**src/shared/hdc_pkg.sv**
```systemverilog
/*
  constants shared by the disk controller pin logic and its data fifo.
  assumes a 200 MHz system clock; the 5 MHz write clock is made from it.
*/
package hdc_pkg;
  // ==================================================
  // timing
  localparam int SYS_HZ = 200_000_000;
  localparam int WCLK_HZ = 5_000_000;
  // half-cell enable: two per write clock period
  localparam int HALF_DIV = SYS_HZ / (2 * WCLK_HZ);
  localparam logic [4:0] HALF_LAST = 5'(HALF_DIV - 1);
  // ==================================================
  // register file indexes and reset value
  localparam logic [2:0] TF_STEPS = 3'h1;
  localparam logic [2:0] TF_SIZE_HEAD = 3'h6;
  localparam logic [2:0] TF_CMD = 3'h7;
  localparam logic [7:0] TF_RESET = 8'h00;
  // size field of size_head_drive_reg
  localparam int SIZE_LSB = 5;
  localparam logic [10:0] SECT_MIN = 11'h080;
  // ==================================================
  // status bits
  localparam int ST_ERR = 0;
  localparam int ST_REQ = 3;
  localparam int ST_FAULT = 5;
  localparam int ST_RDY = 6;
  localparam int ST_BUSY = 7;
  // ==================================================
  // commands: opcode in the high nibble
  localparam logic [3:0] CMD_STEP = 4'h1;
  localparam logic [3:0] CMD_READ = 4'h2;
  localparam logic [3:0] CMD_WRITE = 4'h3;
  localparam int CMD_OPT_BIT = 3;
  localparam int CMD_DIR_BIT = 0;
  // ==================================================
  // data fifo
  localparam int FIFO_W = 8;
  localparam int FIFO_D = 8;
endpackage

```
**src/hdc_fifo.sv**
```systemverilog
/*
  small synchronous fifo with valid/ready on both sides.
  assumes one clock and a synchronous active-high reset.
*/
`timescale 1ns/1ps
module hdc_fifo #(
  parameter int W = 8,
  parameter int D = 8
) (
  input wire logic clk_sys, // system clock
  input wire logic reset, // sync reset, high
  input wire logic in_valid, // write request
  output logic in_ready, // space left
  input wire logic [W-1:0] in_data, // write data
  output logic out_valid, // data present
  input wire logic out_ready, // consumer takes head
  output logic [W-1:0] out_data // head word
);
  localparam int AW = $clog2(D);

  typedef struct packed {
    logic [D-1:0][W-1:0] mem;
    logic [AW-1:0] wp;
    logic [AW-1:0] rp;
    logic [AW:0] cnt;
  } hdc_fifo_t;

  hdc_fifo_t q, d;
  logic push, pop;

  assign in_ready = (q.cnt != (AW+1)'(D));
  assign out_valid = (q.cnt != '0);
  assign out_data = q.mem[q.rp];
  assign push = in_valid && in_ready;
  assign pop = out_valid && out_ready;

  always_comb begin
    d = q;
    if (push) begin
      d.mem[q.wp] = in_data;
      d.wp = (q.wp == AW'(D - 1)) ? '0 : q.wp + 1'b1;
    end
    if (pop) begin
      d.rp = (q.rp == AW'(D - 1)) ? '0 : q.rp + 1'b1;
    end
    d.cnt = q.cnt + (AW+1)'(push) - (AW+1)'(pop);
  end

  always_ff @(posedge clk_sys) begin
    if (reset) begin
      q <= '0;
    end else begin
      q <= d;
    end
  end
endmodule

```
**src/hdc_pins.sv**
```systemverilog
/*
  pin level logic of a disk controller: host register port, sector buffer
  control, write stream to the drive.
  assumes host and drive pins are asynchronous; everything runs on clk_sys.
*/
`timescale 1ns/1ps
// What this block does
// [RULE1] buffer select asserted while touching sector buffer
// [RULE2] counter clear pulse before transfers and at end
// [RULE3] fifo buffers leave counter clear unconnected
// [RULE4] interrupt at completion, held until status/command
// [RULE5] read option raises interrupt with data request
// [RULE6] latch enable on size/head/drive register write
// [RULE7] master init clears all but register file
// [RULE8] read strobe host input, device output for buffer
// [RULE9] write strobe host input, released by device otherwise
// [RULE10] host chip select gates every register access
// [RULE11] three select lines pick the register
// [RULE12] shared 8-bit bus driven only during reads
// [RULE13] encoded write stream timed by write clock
// [RULE14] outside retimes stream at twice write clock
// [RULE15] early and late precompensation outputs
// [RULE16] write gate only during data, drops on fault
// [RULE17] write clock is 5 MHz
// [RULE18] step direction high inward, low outward
// [RULE19] buffer request mirrors status bit three
// [RULE20] write fault halts any running command
// [RULE21] drive ready required before drive commands
// [RULE22] async pins synchronised before use
module hdc_pins
  import hdc_pkg::*;
(
  input wire logic clk_sys, // system clock
  input wire logic reset, // sync reset, high
  input wire logic master_init_n, // master init pin, low
  input wire logic cs_n, // host chip select, low
  input wire logic [2:0] reg_sel, // host register select
  input wire logic read_strobe_n_in, // read strobe pin level
  output logic read_strobe_n_out, // read strobe drive value
  output logic read_strobe_oe_n, // read strobe drive enable, low
  input wire logic write_strobe_n_in, // write strobe pin level
  output logic write_strobe_n_out, // write strobe drive value
  output logic write_strobe_oe_n, // write strobe drive enable, low
  input wire logic [7:0] bus_in, // data bus pin level
  output logic [7:0] bus_out, // data bus drive value
  output logic bus_oe_n, // data bus drive enable, low
  output logic buffer_select_out, // sector buffer select
  output logic buffer_counter_clear, // buffer counter clear pulse
  output logic irq_out, // interrupt request
  output logic drive_select_latch_en, // size/head/drive latch
  output logic buffer_request_out, // buffer data request
  input wire logic buffer_full_in, // buffer full or empty
  output logic encoded_write_stream, // mfm write data
  output logic precomp_early, // early precompensation
  output logic precomp_late, // late precompensation
  output logic write_gate, // head write enable
  output logic step_direction, // high moves heads in
  input wire logic write_fault_in, // drive write fault
  input wire logic drive_ready_in // drive ready
);
  import hdc_pkg::*;

  // ==================================================
  // state
  typedef enum logic [5:0] {
    S_IDLE = 6'h01,
    S_STEP = 6'h02,
    S_RD_REQ = 6'h04,
    S_WR_REQ = 6'h08,
    S_WR_XFER = 6'h10,
    S_DONE = 6'h20
  } hdc_state_t;

  typedef struct packed {
    logic cs_n;
    logic [2:0] sel;
    logic rd_n;
    logic wr_n;
    logic [7:0] bus;
    logic init_n;
    logic fault;
    logic rdy;
    logic brdy;
  } hdc_pin_t;

  typedef struct packed {
    hdc_pin_t s1;
    hdc_pin_t s2;
    logic rd3;
    logic wr3;
  } hdc_sync_t;

  typedef struct packed {
    hdc_sync_t sy;
    logic [7:0][7:0] tf;
    hdc_state_t st;
    logic [4:0] div;
    logic half;
    logic busy, err, req, irq, irq_opt;
    logic bsel, bclr, rd_drv;
    logic [7:0] bus_out;
    logic bus_oe_n, latch, dir;
    logic [7:0] steps;
    logic [10:0] fetch_left, send_left;
    logic fetch_ph;
    logic [7:0] sh;
    logic [2:0] bit_ix;
    logic enc_on, prev_bit, mfm, early, late, gate;
  } hdc_core_t;

  localparam hdc_core_t CORE_INIT = '{
    sy: '{s1: '1, s2: '1, rd3: 1'b1, wr3: 1'b1},
    tf: {8{TF_RESET}},
    st: S_IDLE,
    div: HALF_LAST,
    bus_oe_n: 1'b1,
    default: '0
  };

  hdc_core_t q, d;
  hdc_pin_t pins;
  logic f_in_valid, f_in_ready, f_out_valid, f_take;
  logic [7:0] f_out_data;
  logic [7:0] status;
  logic f_clr;

  function automatic logic [10:0] sect_bytes(input logic [7:0] size_reg);
    sect_bytes = SECT_MIN << size_reg[SIZE_LSB +: 2];
  endfunction

  assign pins = '{cs_n: cs_n, sel: reg_sel, rd_n: read_strobe_n_in,
                  wr_n: write_strobe_n_in, bus: bus_in, init_n: master_init_n,
                  fault: write_fault_in, rdy: drive_ready_in, brdy: buffer_full_in};

  // ==================================================
  // data fifo between buffer fetch and encoder
  // an aborted transfer leaves bytes behind: flush at done and on master init [RULE7]
  assign f_clr = reset || !q.sy.s2.init_n || q.st == S_DONE;
  hdc_fifo #(.W(FIFO_W), .D(FIFO_D)) u_fifo (
    .clk_sys(clk_sys),
    .reset(f_clr),
    .in_valid(f_in_valid),
    .in_ready(f_in_ready),
    .in_data(q.sy.s2.bus),
    .out_valid(f_out_valid),
    .out_ready(f_take),
    .out_data(f_out_data)
  );

  // ==================================================
  // next state
  logic half_tick, wclk_tick, host_on, wr_end, rd_end, clr_irq, cmd_wr;
  logic [7:0] cmd;

  always_comb begin
    d = q;
    f_in_valid = 1'b0;
    f_take = 1'b0;
    d.sy.s1 = pins; // [RULE22]
    d.sy.s2 = q.sy.s1;
    d.sy.rd3 = q.sy.s2.rd_n;
    d.sy.wr3 = q.sy.s2.wr_n;
    half_tick = (q.div == '0);
    wclk_tick = half_tick && q.half; // [RULE17]
    d.div = half_tick ? HALF_LAST : q.div - 5'h01;
    d.half = q.half ^ half_tick;
    status = '0;
    status[ST_BUSY] = q.busy;
    status[ST_RDY] = q.sy.s2.rdy;
    status[ST_FAULT] = q.sy.s2.fault;
    status[ST_REQ] = q.req; // [RULE19]
    status[ST_ERR] = q.err;
    // host strobes count only with chip select and the bus not lent out
    host_on = !q.sy.s2.cs_n && !q.bsel; // [RULE10] [RULE1]
    wr_end = host_on && !q.sy.wr3 && q.sy.s2.wr_n; // [RULE9]
    rd_end = host_on && !q.sy.rd3 && q.sy.s2.rd_n && !q.rd_drv; // [RULE8]
    cmd_wr = wr_end && q.sy.s2.sel == TF_CMD;
    cmd = q.sy.s2.bus;
    clr_irq = cmd_wr || (rd_end && q.sy.s2.sel == TF_CMD); // [RULE4]
    if (host_on && !q.sy.s2.rd_n && !q.rd_drv) begin
      d.bus_oe_n = 1'b0; // [RULE12] [RULE11]
      d.bus_out = (q.sy.s2.sel == TF_CMD) ? status : q.tf[q.sy.s2.sel];
    end else begin
      d.bus_oe_n = 1'b1;
    end
    d.latch = host_on && !q.sy.s2.wr_n && q.sy.s2.sel == TF_SIZE_HEAD; // [RULE6]
    if (wr_end) begin
      d.tf[q.sy.s2.sel] = q.sy.s2.bus;
    end
    if (clr_irq) begin
      d.irq = 1'b0;
    end
    d.bclr = 1'b0;
    // outside master init the stream returns low only on the half-cell grid, never mid cell
    if (half_tick && q.st != S_WR_XFER) begin
      d.mfm = 1'b0; // [RULE13]
    end
    case (q.st)
      S_IDLE: begin
        if (cmd_wr) begin
          d.busy = 1'b1;
          d.err = 1'b0;
          d.bclr = 1'b1; // [RULE2]
          d.irq_opt = cmd[CMD_OPT_BIT];
          if (!q.sy.s2.rdy) begin
            d.err = 1'b1; // [RULE21]
            d.st = S_DONE;
          end else if (cmd[7:4] == CMD_STEP) begin
            d.dir = cmd[CMD_DIR_BIT]; // [RULE18]
            d.steps = q.tf[TF_STEPS];
            d.st = S_STEP;
          end else if (cmd[7:4] == CMD_READ) begin
            d.st = S_RD_REQ;
          end else if (cmd[7:4] == CMD_WRITE) begin
            d.st = S_WR_REQ;
          end else begin
            d.err = 1'b1;
            d.st = S_DONE;
          end
        end
      end
      S_STEP: begin
        if (q.steps == '0) begin
          d.st = S_DONE;
        end else if (wclk_tick) begin
          d.steps = q.steps - 8'h01;
        end
      end
      S_RD_REQ: begin
        d.req = 1'b1;
        if (q.irq_opt && !q.req) begin
          d.irq = 1'b1; // [RULE5]
        end
        if (q.sy.s2.brdy) begin
          d.req = 1'b0;
          d.st = S_DONE;
        end
      end
      S_WR_REQ: begin
        d.req = 1'b1;
        if (q.sy.s2.brdy) begin
          // host has filled the buffer: rewind it and read it back out
          d.req = 1'b0;
          d.bclr = 1'b1; // [RULE2]
          d.bsel = 1'b1;
          d.fetch_left = sect_bytes(q.tf[TF_SIZE_HEAD]);
          d.send_left = sect_bytes(q.tf[TF_SIZE_HEAD]);
          // a faulted transfer may have stopped mid byte
          d.bit_ix = '0;
          d.prev_bit = 1'b0;
          d.fetch_ph = 1'b0;
          d.enc_on = 1'b0;
          d.st = S_WR_XFER;
        end
      end
      S_WR_XFER: begin
        // fetch: strobe low for one write clock, sample, push
        if (wclk_tick) begin
          if (q.fetch_ph) begin
            f_in_valid = 1'b1;
            d.rd_drv = 1'b0;
            d.fetch_ph = 1'b0;
            d.fetch_left = q.fetch_left - 11'h001;
          end else if (q.fetch_left != '0 && f_in_ready) begin
            d.rd_drv = 1'b1; // [RULE1] [RULE8]
            d.fetch_ph = 1'b1;
          end
        end
        // encoder: clock half-cell then data half-cell per bit
        if (half_tick) begin
          if (!q.enc_on) begin
            // start only once the fifo is full or every byte is fetched, so fetch stays ahead
            if (!q.half && f_out_valid && (!f_in_ready || q.fetch_left == '0)) begin
              f_take = 1'b1;
              d.sh = f_out_data;
              d.send_left = q.send_left - 11'h001;
              d.enc_on = 1'b1;
              d.gate = 1'b1; // [RULE16]
            end
          end else if (!q.half) begin
            d.mfm = !q.prev_bit && !q.sh[7]; // [RULE13]
            d.early = 1'b0;
            d.late = 1'b0;
          end else begin
            d.mfm = q.sh[7];
            d.early = q.sh[7] && !q.prev_bit && q.sh[6]; // [RULE15]
            d.late = q.sh[7] && q.prev_bit && !q.sh[6];
            d.prev_bit = q.sh[7];
            d.sh = {q.sh[6:0], 1'b0};
            d.bit_ix = q.bit_ix + 3'h1;
            if (q.bit_ix == 3'h7) begin
              if (q.send_left == '0) begin
                d.gate = 1'b0;
                d.enc_on = 1'b0;
                d.bsel = 1'b0;
                d.st = S_DONE;
              end else if (f_out_valid) begin
                f_take = 1'b1;
                d.sh = f_out_data;
                d.send_left = q.send_left - 11'h001;
              end else begin
                d.err = 1'b1;
                d.gate = 1'b0;
                d.bsel = 1'b0;
                d.st = S_DONE;
              end
            end
          end
        end
      end
      S_DONE: begin
        d.busy = 1'b0;
        d.req = 1'b0;
        d.bclr = 1'b1; // [RULE2]
        d.irq = 1'b1; // [RULE4]
        d.st = S_IDLE;
      end
      default: begin
        d.st = S_IDLE;
      end
    endcase
    // a fault stops the command and the head current in the next cycle
    if (q.sy.s2.fault && q.busy && q.st != S_DONE) begin
      d.gate = 1'b0; // [RULE16] [RULE20]
      d.rd_drv = 1'b0;
      d.bsel = 1'b0;
      d.req = 1'b0;
      d.err = 1'b1;
      d.st = S_DONE;
    end
    // master init: everything but the register file and the synchronisers
    if (!q.sy.s2.init_n) begin
      d = CORE_INIT; // [RULE7]
      d.tf = q.tf;
      d.sy.s1 = pins;
      d.sy.s2 = q.sy.s1;
      d.sy.rd3 = q.sy.s2.rd_n;
      d.sy.wr3 = q.sy.s2.wr_n;
    end
  end

  always_ff @(posedge clk_sys) begin
    if (reset) begin
      q <= CORE_INIT;
    end else begin
      q <= d;
    end
  end

  // ==================================================
  // outputs
  assign read_strobe_n_out = !q.rd_drv;
  assign read_strobe_oe_n = !q.rd_drv;
  // buffer writes never happen here, so the write strobe stays released
  assign write_strobe_n_out = 1'b1; // [RULE9]
  assign write_strobe_oe_n = 1'b1;
  assign bus_out = q.bus_out;
  assign bus_oe_n = q.bus_oe_n;
  assign buffer_select_out = q.bsel;
  assign buffer_counter_clear = q.bclr; // [RULE3]
  assign irq_out = q.irq;
  assign drive_select_latch_en = q.latch;
  assign buffer_request_out = q.req; // [RULE19]
  assign encoded_write_stream = q.mfm; // [RULE13]
  assign precomp_early = q.early;
  assign precomp_late = q.late;
  assign write_gate = q.gate;
  assign step_direction = q.dir;
endmodule

```
**config.mk**
```make
export PLATFORM = sky130hd
export DESIGN_NAME = hdc_pins
export DESIGN_NICKNAME = d
export VERILOG_FILES = /design/src/shared/hdc_pkg.sv /design/src/hdc_fifo.sv /design/src/hdc_pins.sv
export SDC_FILE = /design/constraint.sdc
export NUM_CORES = 1
export LEC_CHECK = 0
export ABC_CLOCK_PERIOD_IN_PS = 3600
export BUFFER_PORTS_ARGS = -buffer_cell sky130_fd_sc_hd__buf_2
export CAP_MARGIN = 20
export CORE_MARGIN = 10
export CORE_UTILIZATION = 62
export CTS_BUF_LIST = sky130_fd_sc_hd__clkbuf_16
export CTS_CLUSTER_DIAMETER = 80
export DETAILED_ROUTE_END_ITERATION = 10
export PLACE_DENSITY = 0.91
export SYNTH_ARGS = -nofsm -noshare
export SYNTH_HDL_FRONTEND = slang
export SYNTH_SLANG_ARGS = --single-unit
```
**constraint.sdc**
```tcl
create_clock -name clk_sys -period 3.6 [get_ports clk_sys]
set_input_delay 0.72 -clock clk_sys [delete_from_list [all_inputs] [get_ports clk_sys]]
set_output_delay 0.72 -clock clk_sys [all_outputs]
set_load 0.02 [all_outputs]
```
---- Word level (Yosys, flattened, before mapping) ----
Cells that the tools add are included.
operators by class
  mux-type cells .......................... 111
  shifts and indexed selects .............. 1
  $lt $le $gt $ge ......................... 5
  divide/modulo/power cells ............... 0
  multipliers ............................. 0
  add/sub/neg operators ................... 9
  eq/ne operators ......................... 51
  bitwise operators ....................... 2
  reduce and logical (&&, ||, !) cells .... 82
operator list
  cell                                                         number
  bitwise mux 64 bit                                           2
  two-way mux 8 bit                                            15
  two-way mux 11 bit                                           9
  two-way mux 6 bit                                            15
  binary-select mux 8 bit (select 3 bit)                       2
  demux 8 bit (select 3 bit)                                   2
  inequality test 3 bit (second input constant)                16
  one-hot mux 23 bit (2 select lines)                          1
  two-way mux 1 bit                                            43
  one-hot mux 6 bit (5 select lines)                           1
  logical AND 1 bit                                            29
  inequality test 2 bit (second input constant)                14
  two-way mux 23 bit                                           1
  zero test 11 bit                                             2
  subtractor 11 x 1 -> 11 bit (second input constant)          2
  AND reduction 9 bit                                          2
  two-way mux 17 bit                                           1
  one-hot mux 8 bit (2 select lines)                           1
  AND reduction 8 bit                                          2
  equality test 3 bit (second input constant)                  5
  zero test 1 bit                                              14
  two-way mux 13 bit                                           1
  less-than comparator 3 x 4 -> 1 bit (second input constant)  3
  two-way mux 3 bit                                            4
  other kinds (43)                                             74
word-level totals
  bits in registers ....................... 255
  bits in writable memories ............... 0
  ROM bits ................................ 0
  memories ................................ 0
  input port bits ......................... 20
  logic and storage cells ................. 328
  latch bits .............................. 0

---- Logic depth before layout (Yosys ltp) ----
  depth in word-level cells ............... 10
  mapped depth ............................ 14

---- Modules after synthesis ----
From an unflattened synthesis, not the netlist that was laid out.
second synthesis, totals
  cell total of the unflattened synthesis .. 1189
  area total of the unflattened synthesis .. 11319.6 µm²
by module, submodules not included
  module    times used  cells an instance  area an instance (µm²)  sequential area each (µm²)
  hdc_pins  1           860                7576.0                  3463.3
  hdc_fifo  1           329                3743.6                  1481.4

---- Least setup slack after synthesis ----
Ideal clock, no wire load.
  path type ............................... register to register
  from .................................... register q[68] (netlist name)
  to ...................................... register u_fifo.q[2] (netlist name)
  setup slack ............................. 795 ps
  clock period less this slack ............ 2805 ps
  library setup time ...................... 130 ps
  arrival time ............................ 2675 ps
  stages on the path, launching flop included .. 14
  data required time ...................... 3470 ps
  cells stage by stage .................... dfxtp_1 -> inv_1 -> ha_1 -> or4b_4 -> inv_1 -> ha_1 -> nand2_1 -> nor4_2 -> buf_4 -> ha_1 -> inv_1 -> fa_1 -> xor2_1 -> nor2_1
on the way
  cells in the longest elaborated chain, start to end .. 7
RTL lines
  element                    RTL line         source
  start, declared            hdc_pins.sv:120  hdc_core_t q, d;
  start signal, assigned     hdc_pins.sv:344  q <= CORE_INIT;
  start signal, assigned     hdc_pins.sv:346  q <= d;
  zero test 5 bit            hdc_pins.sv:163  half_tick = (q.div == '0);
  logical AND 1 bit          hdc_pins.sv:164  wclk_tick = half_tick && q.half;
  two-way mux 1 bit          hdc_pins.sv:258  if (wclk_tick) begin
  two-way mux 1 bit          hdc_pins.sv:198  case (q.st)
  logical AND 1 bit          hdc_fifo.sv:34   assign push = in_valid && in_ready;
  net u_fifo.push            hdc_fifo.sv:29   logic push, pop;
  adder 4 x 1 -> 4 bit       hdc_fifo.sv:46   d.cnt = q.cnt + (AW+1)'(push) - (AW+1)'(pop);
  subtractor 4 x 1 -> 4 bit  hdc_fifo.sv:46
  end signal, assigned       hdc_fifo.sv:51   q <= '0;
  end signal, assigned       hdc_fifo.sv:53   q <= d;
  end, declared              hdc_fifo.sv:28   hdc_fifo_t q, d;
The timed path passes the listed nets, and every way through them passes these cells.
A chain may end at the register's enable or synchronous reset.

---- Worst setup path after layout ----
  from .................................... register q[68] (netlist name)
  to ...................................... register u_fifo.q[25] (netlist name)
on the way
  cells in the longest elaborated chain, start to end .. 5
RTL lines
  element            RTL line
  zero test 5 bit    hdc_pins.sv:163
  logical AND 1 bit  hdc_pins.sv:164
  two-way mux 1 bit  hdc_pins.sv:258
  two-way mux 1 bit  hdc_pins.sv:198
  logical AND 1 bit  hdc_fifo.sv:34
Every way passes these cells.

==> results.txt <==
Detail Route Antenna Nets = 0
Die area = 23,400 um^2
Post-Synthesis Cell Area = 11,000 um^2
CTS tree = built
Top FF cell, synth = dfxtp_1
Hold Path Stages = 2
Crit Path Max Fanout = 11
Core area = 17,400 um^2
Post-synth top area share = 45.0%
RR Startpoint = q[68]
Drt first pass iters = 6
Initial antenna violation count = 0
Area growth syn-to-layout = 9.97%
Final setup viols = 0
Hold endpoint = q[173]
1st-iter DRT viols = 1,209
Clk sinks = 247
Clock Latency Late Sink = 0.53 ns
CTS clk-pin slew, worst paths = 0.06 ns
Root buf cell = clkbuf_16
Maxcap violations = 0
Synth Register Bits = 247
Synth warn = 0
Worst Path Required = 4.05 ns
Drc violations = 0
Initial core utilization = 63.3%
Min-Delay Path Class = in -> reg
R2R setup slack = 0.17 ns
Leak Pwr = 0.00474 uW
H-tree Lvls = 1
Tot Pwr = 5570 uW
GPL Wtd Cong = 0.885
DR WL/cell = 19.4 um
Syn_area_per_cell = 9.09 um^2
Grt ovf = 0
Register area share after synthesis = 45.0%
CTS Buf Count = 25
CP Capture Type = register
Unrepaired setup endpoints after global routing = yes
Fin nets = 1,250
Die width = 153 um
Max Used Layer = met4
Fin. Hold Viols = 0
Clk buf depth = 3
N_diodes = 0
Outcome = finished clean
Via count = 9,211
Synth area leaders = dfxtp_1 (45%), mux2i_1 (8.5%), nand2_1 (5.4%), a21oi_1 (4.9%), nor2_1 (4.5%)
First-pass GRT wire length = 45,700 um
Worst-Margin Slew = 0.992 ns
Setup bufs post-CTS = 0
Die height = 153 um
R2R depth = 12
F_max = 291 MHz
RR Endpoint = u_fifo.q[25]
EDFF count, synth = 0
Min Tclk post-route = 3.43 ns
Rows = 48
Setup Crit Path Kind = reg -> reg
Placed Cells = 1,406
I/O pin cnt = 43
Clk_skew = 0.0110 ns
Count leader, synth = dfxtp_1
Met1 wire length = 10,800 um
Crit path arrival time = 3.88 ns
Via density = 6.34
CTS resizes = 0
Min Hold Slack = 0.371 ns
Power Density = 462 nW/um^2
Pin count of the biggest net entering global routing = 81
Yosys cell types = 74
Max-slew headroom = 33.6%
Post-detail-place hpwl = 17,900 um
Hold Startpoint = bus_in[6]
Post-CTS Hold Fix Bufs = 0
Synth area leader = dfxtp_1
Synth cell count leaders = dfxtp_1 (247), nand2_1 (157), nor2_1 (133)
Overall Global Routing Usage = 22.8%
Async S/R FF share, synth = 0%
Wire length on met3 = 2490 um
Routed WL = 28,100 um
Worst setup SP type = register
Port Buffers = 40
Vias in the first global route = 9,152
Worst vdd ir = 0.448 mV
Layout cells sized above 1 = 15.9%
Syn Inst Count = 1,208
Non-filler cells, final = 1,452
Tcrit/Tclk final = 95.3%
Slew Limit Fails = 0
Met2 wirelength from detailed routing = 13,500 um
==> cell type report <==
class | count | area, um^2
flip-flops and latches | 247 | 4940
inverters | 22 | 82.6
fillers | 1129 | 5280
clock buffers | 25 | 626
repair buffers | 62 | 378
multi-input cells | 851 | 5570
well taps | 225 | 282
clock inverters | 20 | 198
==> worst max path at each step <==
stage	startpoint	depth (start not counted)	endpoint	slack, ns
6_report	q[68]	12	u_fifo.q[25]	0.17
5_1_grt	q[68]	12	u_fifo.q[59]	-0.04
4_1_cts	q[68]	12	u_fifo.q[59]	0.25
3_5_place_dp	q[68]	12	u_fifo.q[59]	0.32
3_3_place_gp	q[68]	12	u_fifo.q[58]	0.55
2_1_floorplan	q[68]	13	u_fifo.q[2]	0.79
==> cells by family (layout without fill, tap and decap cells) <==
family	count (synthesis)	after routing	share of synthesized area, %
and+or+nand+nor	479	479	21.5
DFF	247	247	45.0
AOI/OAI and AO/OA	216	216	12.0
muxes	119	119	13.4
buffers and inverters	111	129	4.40
adders and majority gates	21	21	2.46
xor gates and xnor gates	14	14	1.12
other	1	2	0.0342
==> placed cells by master, fill, tap and decap left out, types with 4 or more instances in the layout <==
| cell type | count |
|---|---|
| or4_1 | 5 |
| buf_2 | 40 |
| nor3b_2 | 4 |
| a21oi_1 | 107 |
| nor2_1 | 133 |
| xor2_1 | 5 |
| a211oi_1 | 8 |
| dfxtp_1 | 247 |
| or3_1 | 7 |
| o21ai_0 | 29 |
| a31oi_1 | 7 |
| and3_1 | 10 |
| mux2_2 | 4 |
| mux2i_1 | 93 |
| nor2b_1 | 9 |
| clkbuf_16 | 25 |
| nor3_1 | 17 |
| nand2b_1 | 9 |
| o31ai_1 | 8 |
| o22ai_1 | 5 |
| o2bb2ai_1 | 7 |
| o211ai_1 | 8 |
| xnor2_1 | 9 |
| nand3b_1 | 7 |
| or2_2 | 40 |
| nor2_2 | 8 |
| nand2_1 | 156 |
| ha_1 | 20 |
| mux4_2 | 22 |
| inv_1 | 29 |
| nand3_1 | 29 |
| buf_4 | 21 |
| nand4_1 | 7 |
| bufinv_16 | 4 |
| a21o_1 | 5 |
| nor4_1 | 7 |
| a221oi_1 | 4 |
| nor3b_1 | 6 |
| and2_1 | 4 |
==> where the power goes <==
part | internal (uW) | leakage, uW | switching (uW)
Sequential | 2760 | 0.00200 | 26.5
Clock | 1550 | 0.000427 | 1080
Combinational | 53.2 | 0.00231 | 109
Total | 4360 | 0.00474 | 1220
==> sequential cells by signal, indices dropped and copies added (netlist names) <==
| register | cells |
|---|---|
| buffer_counter_clear | 1 |
| buffer_request_out | 1 |
| buffer_select_out | 1 |
| bus_oe_n | 1 |
| bus_out | 8 |
| cmd | 8 |
| drive_select_latch_en | 1 |
| encoded_write_stream | 1 |
| irq_out | 1 |
| precomp_early | 1 |
| precomp_late | 1 |
| q | 146 |
| step_direction | 1 |
| u_fifo.q | 74 |
| write_gate | 1 |
==> per-layer routing <==
layer	global-route usage [%]	vias to the layer above
met5	0	-
met4	10.8	0
met3	4.83	125
met2	38.5	473
met1	27.0	4404
li1	-	4209
==> per-stage QoR <==
step | TNS (ns) | utilization [%] | cell area [um^2] | setup slack [ns]
after floorplan | 0 | - | 11000 | 0.795
after global placement | 0 | 64.8 | 11200 | 0.546
after detailed placement | 0 | 64.8 | 11200 | 0.321
after CTS | 0 | 69.5 | 12100 | 0.250
after global routing | -0.137 | 69.6 | 12100 | -0.0437
final | 0 | 69.6 | 12100 | 0.169
==> critical path, cell delays in order, from the launching register on <==
cell,delay [ns]
dfxtp_1,0.33
inv_1,0.06
ha_1,0.21
or4b_4,0.53
inv_1,0.20
ha_1,0.27
nand2_1,0.17
nor4_2,0.23
buf_4,0.26
nand2b_4,0.09
nor3b_2,0.64
nand2_1,0.15
a21oi_1,0.21
No activity file was read; power rests on OpenSTA's default activity.
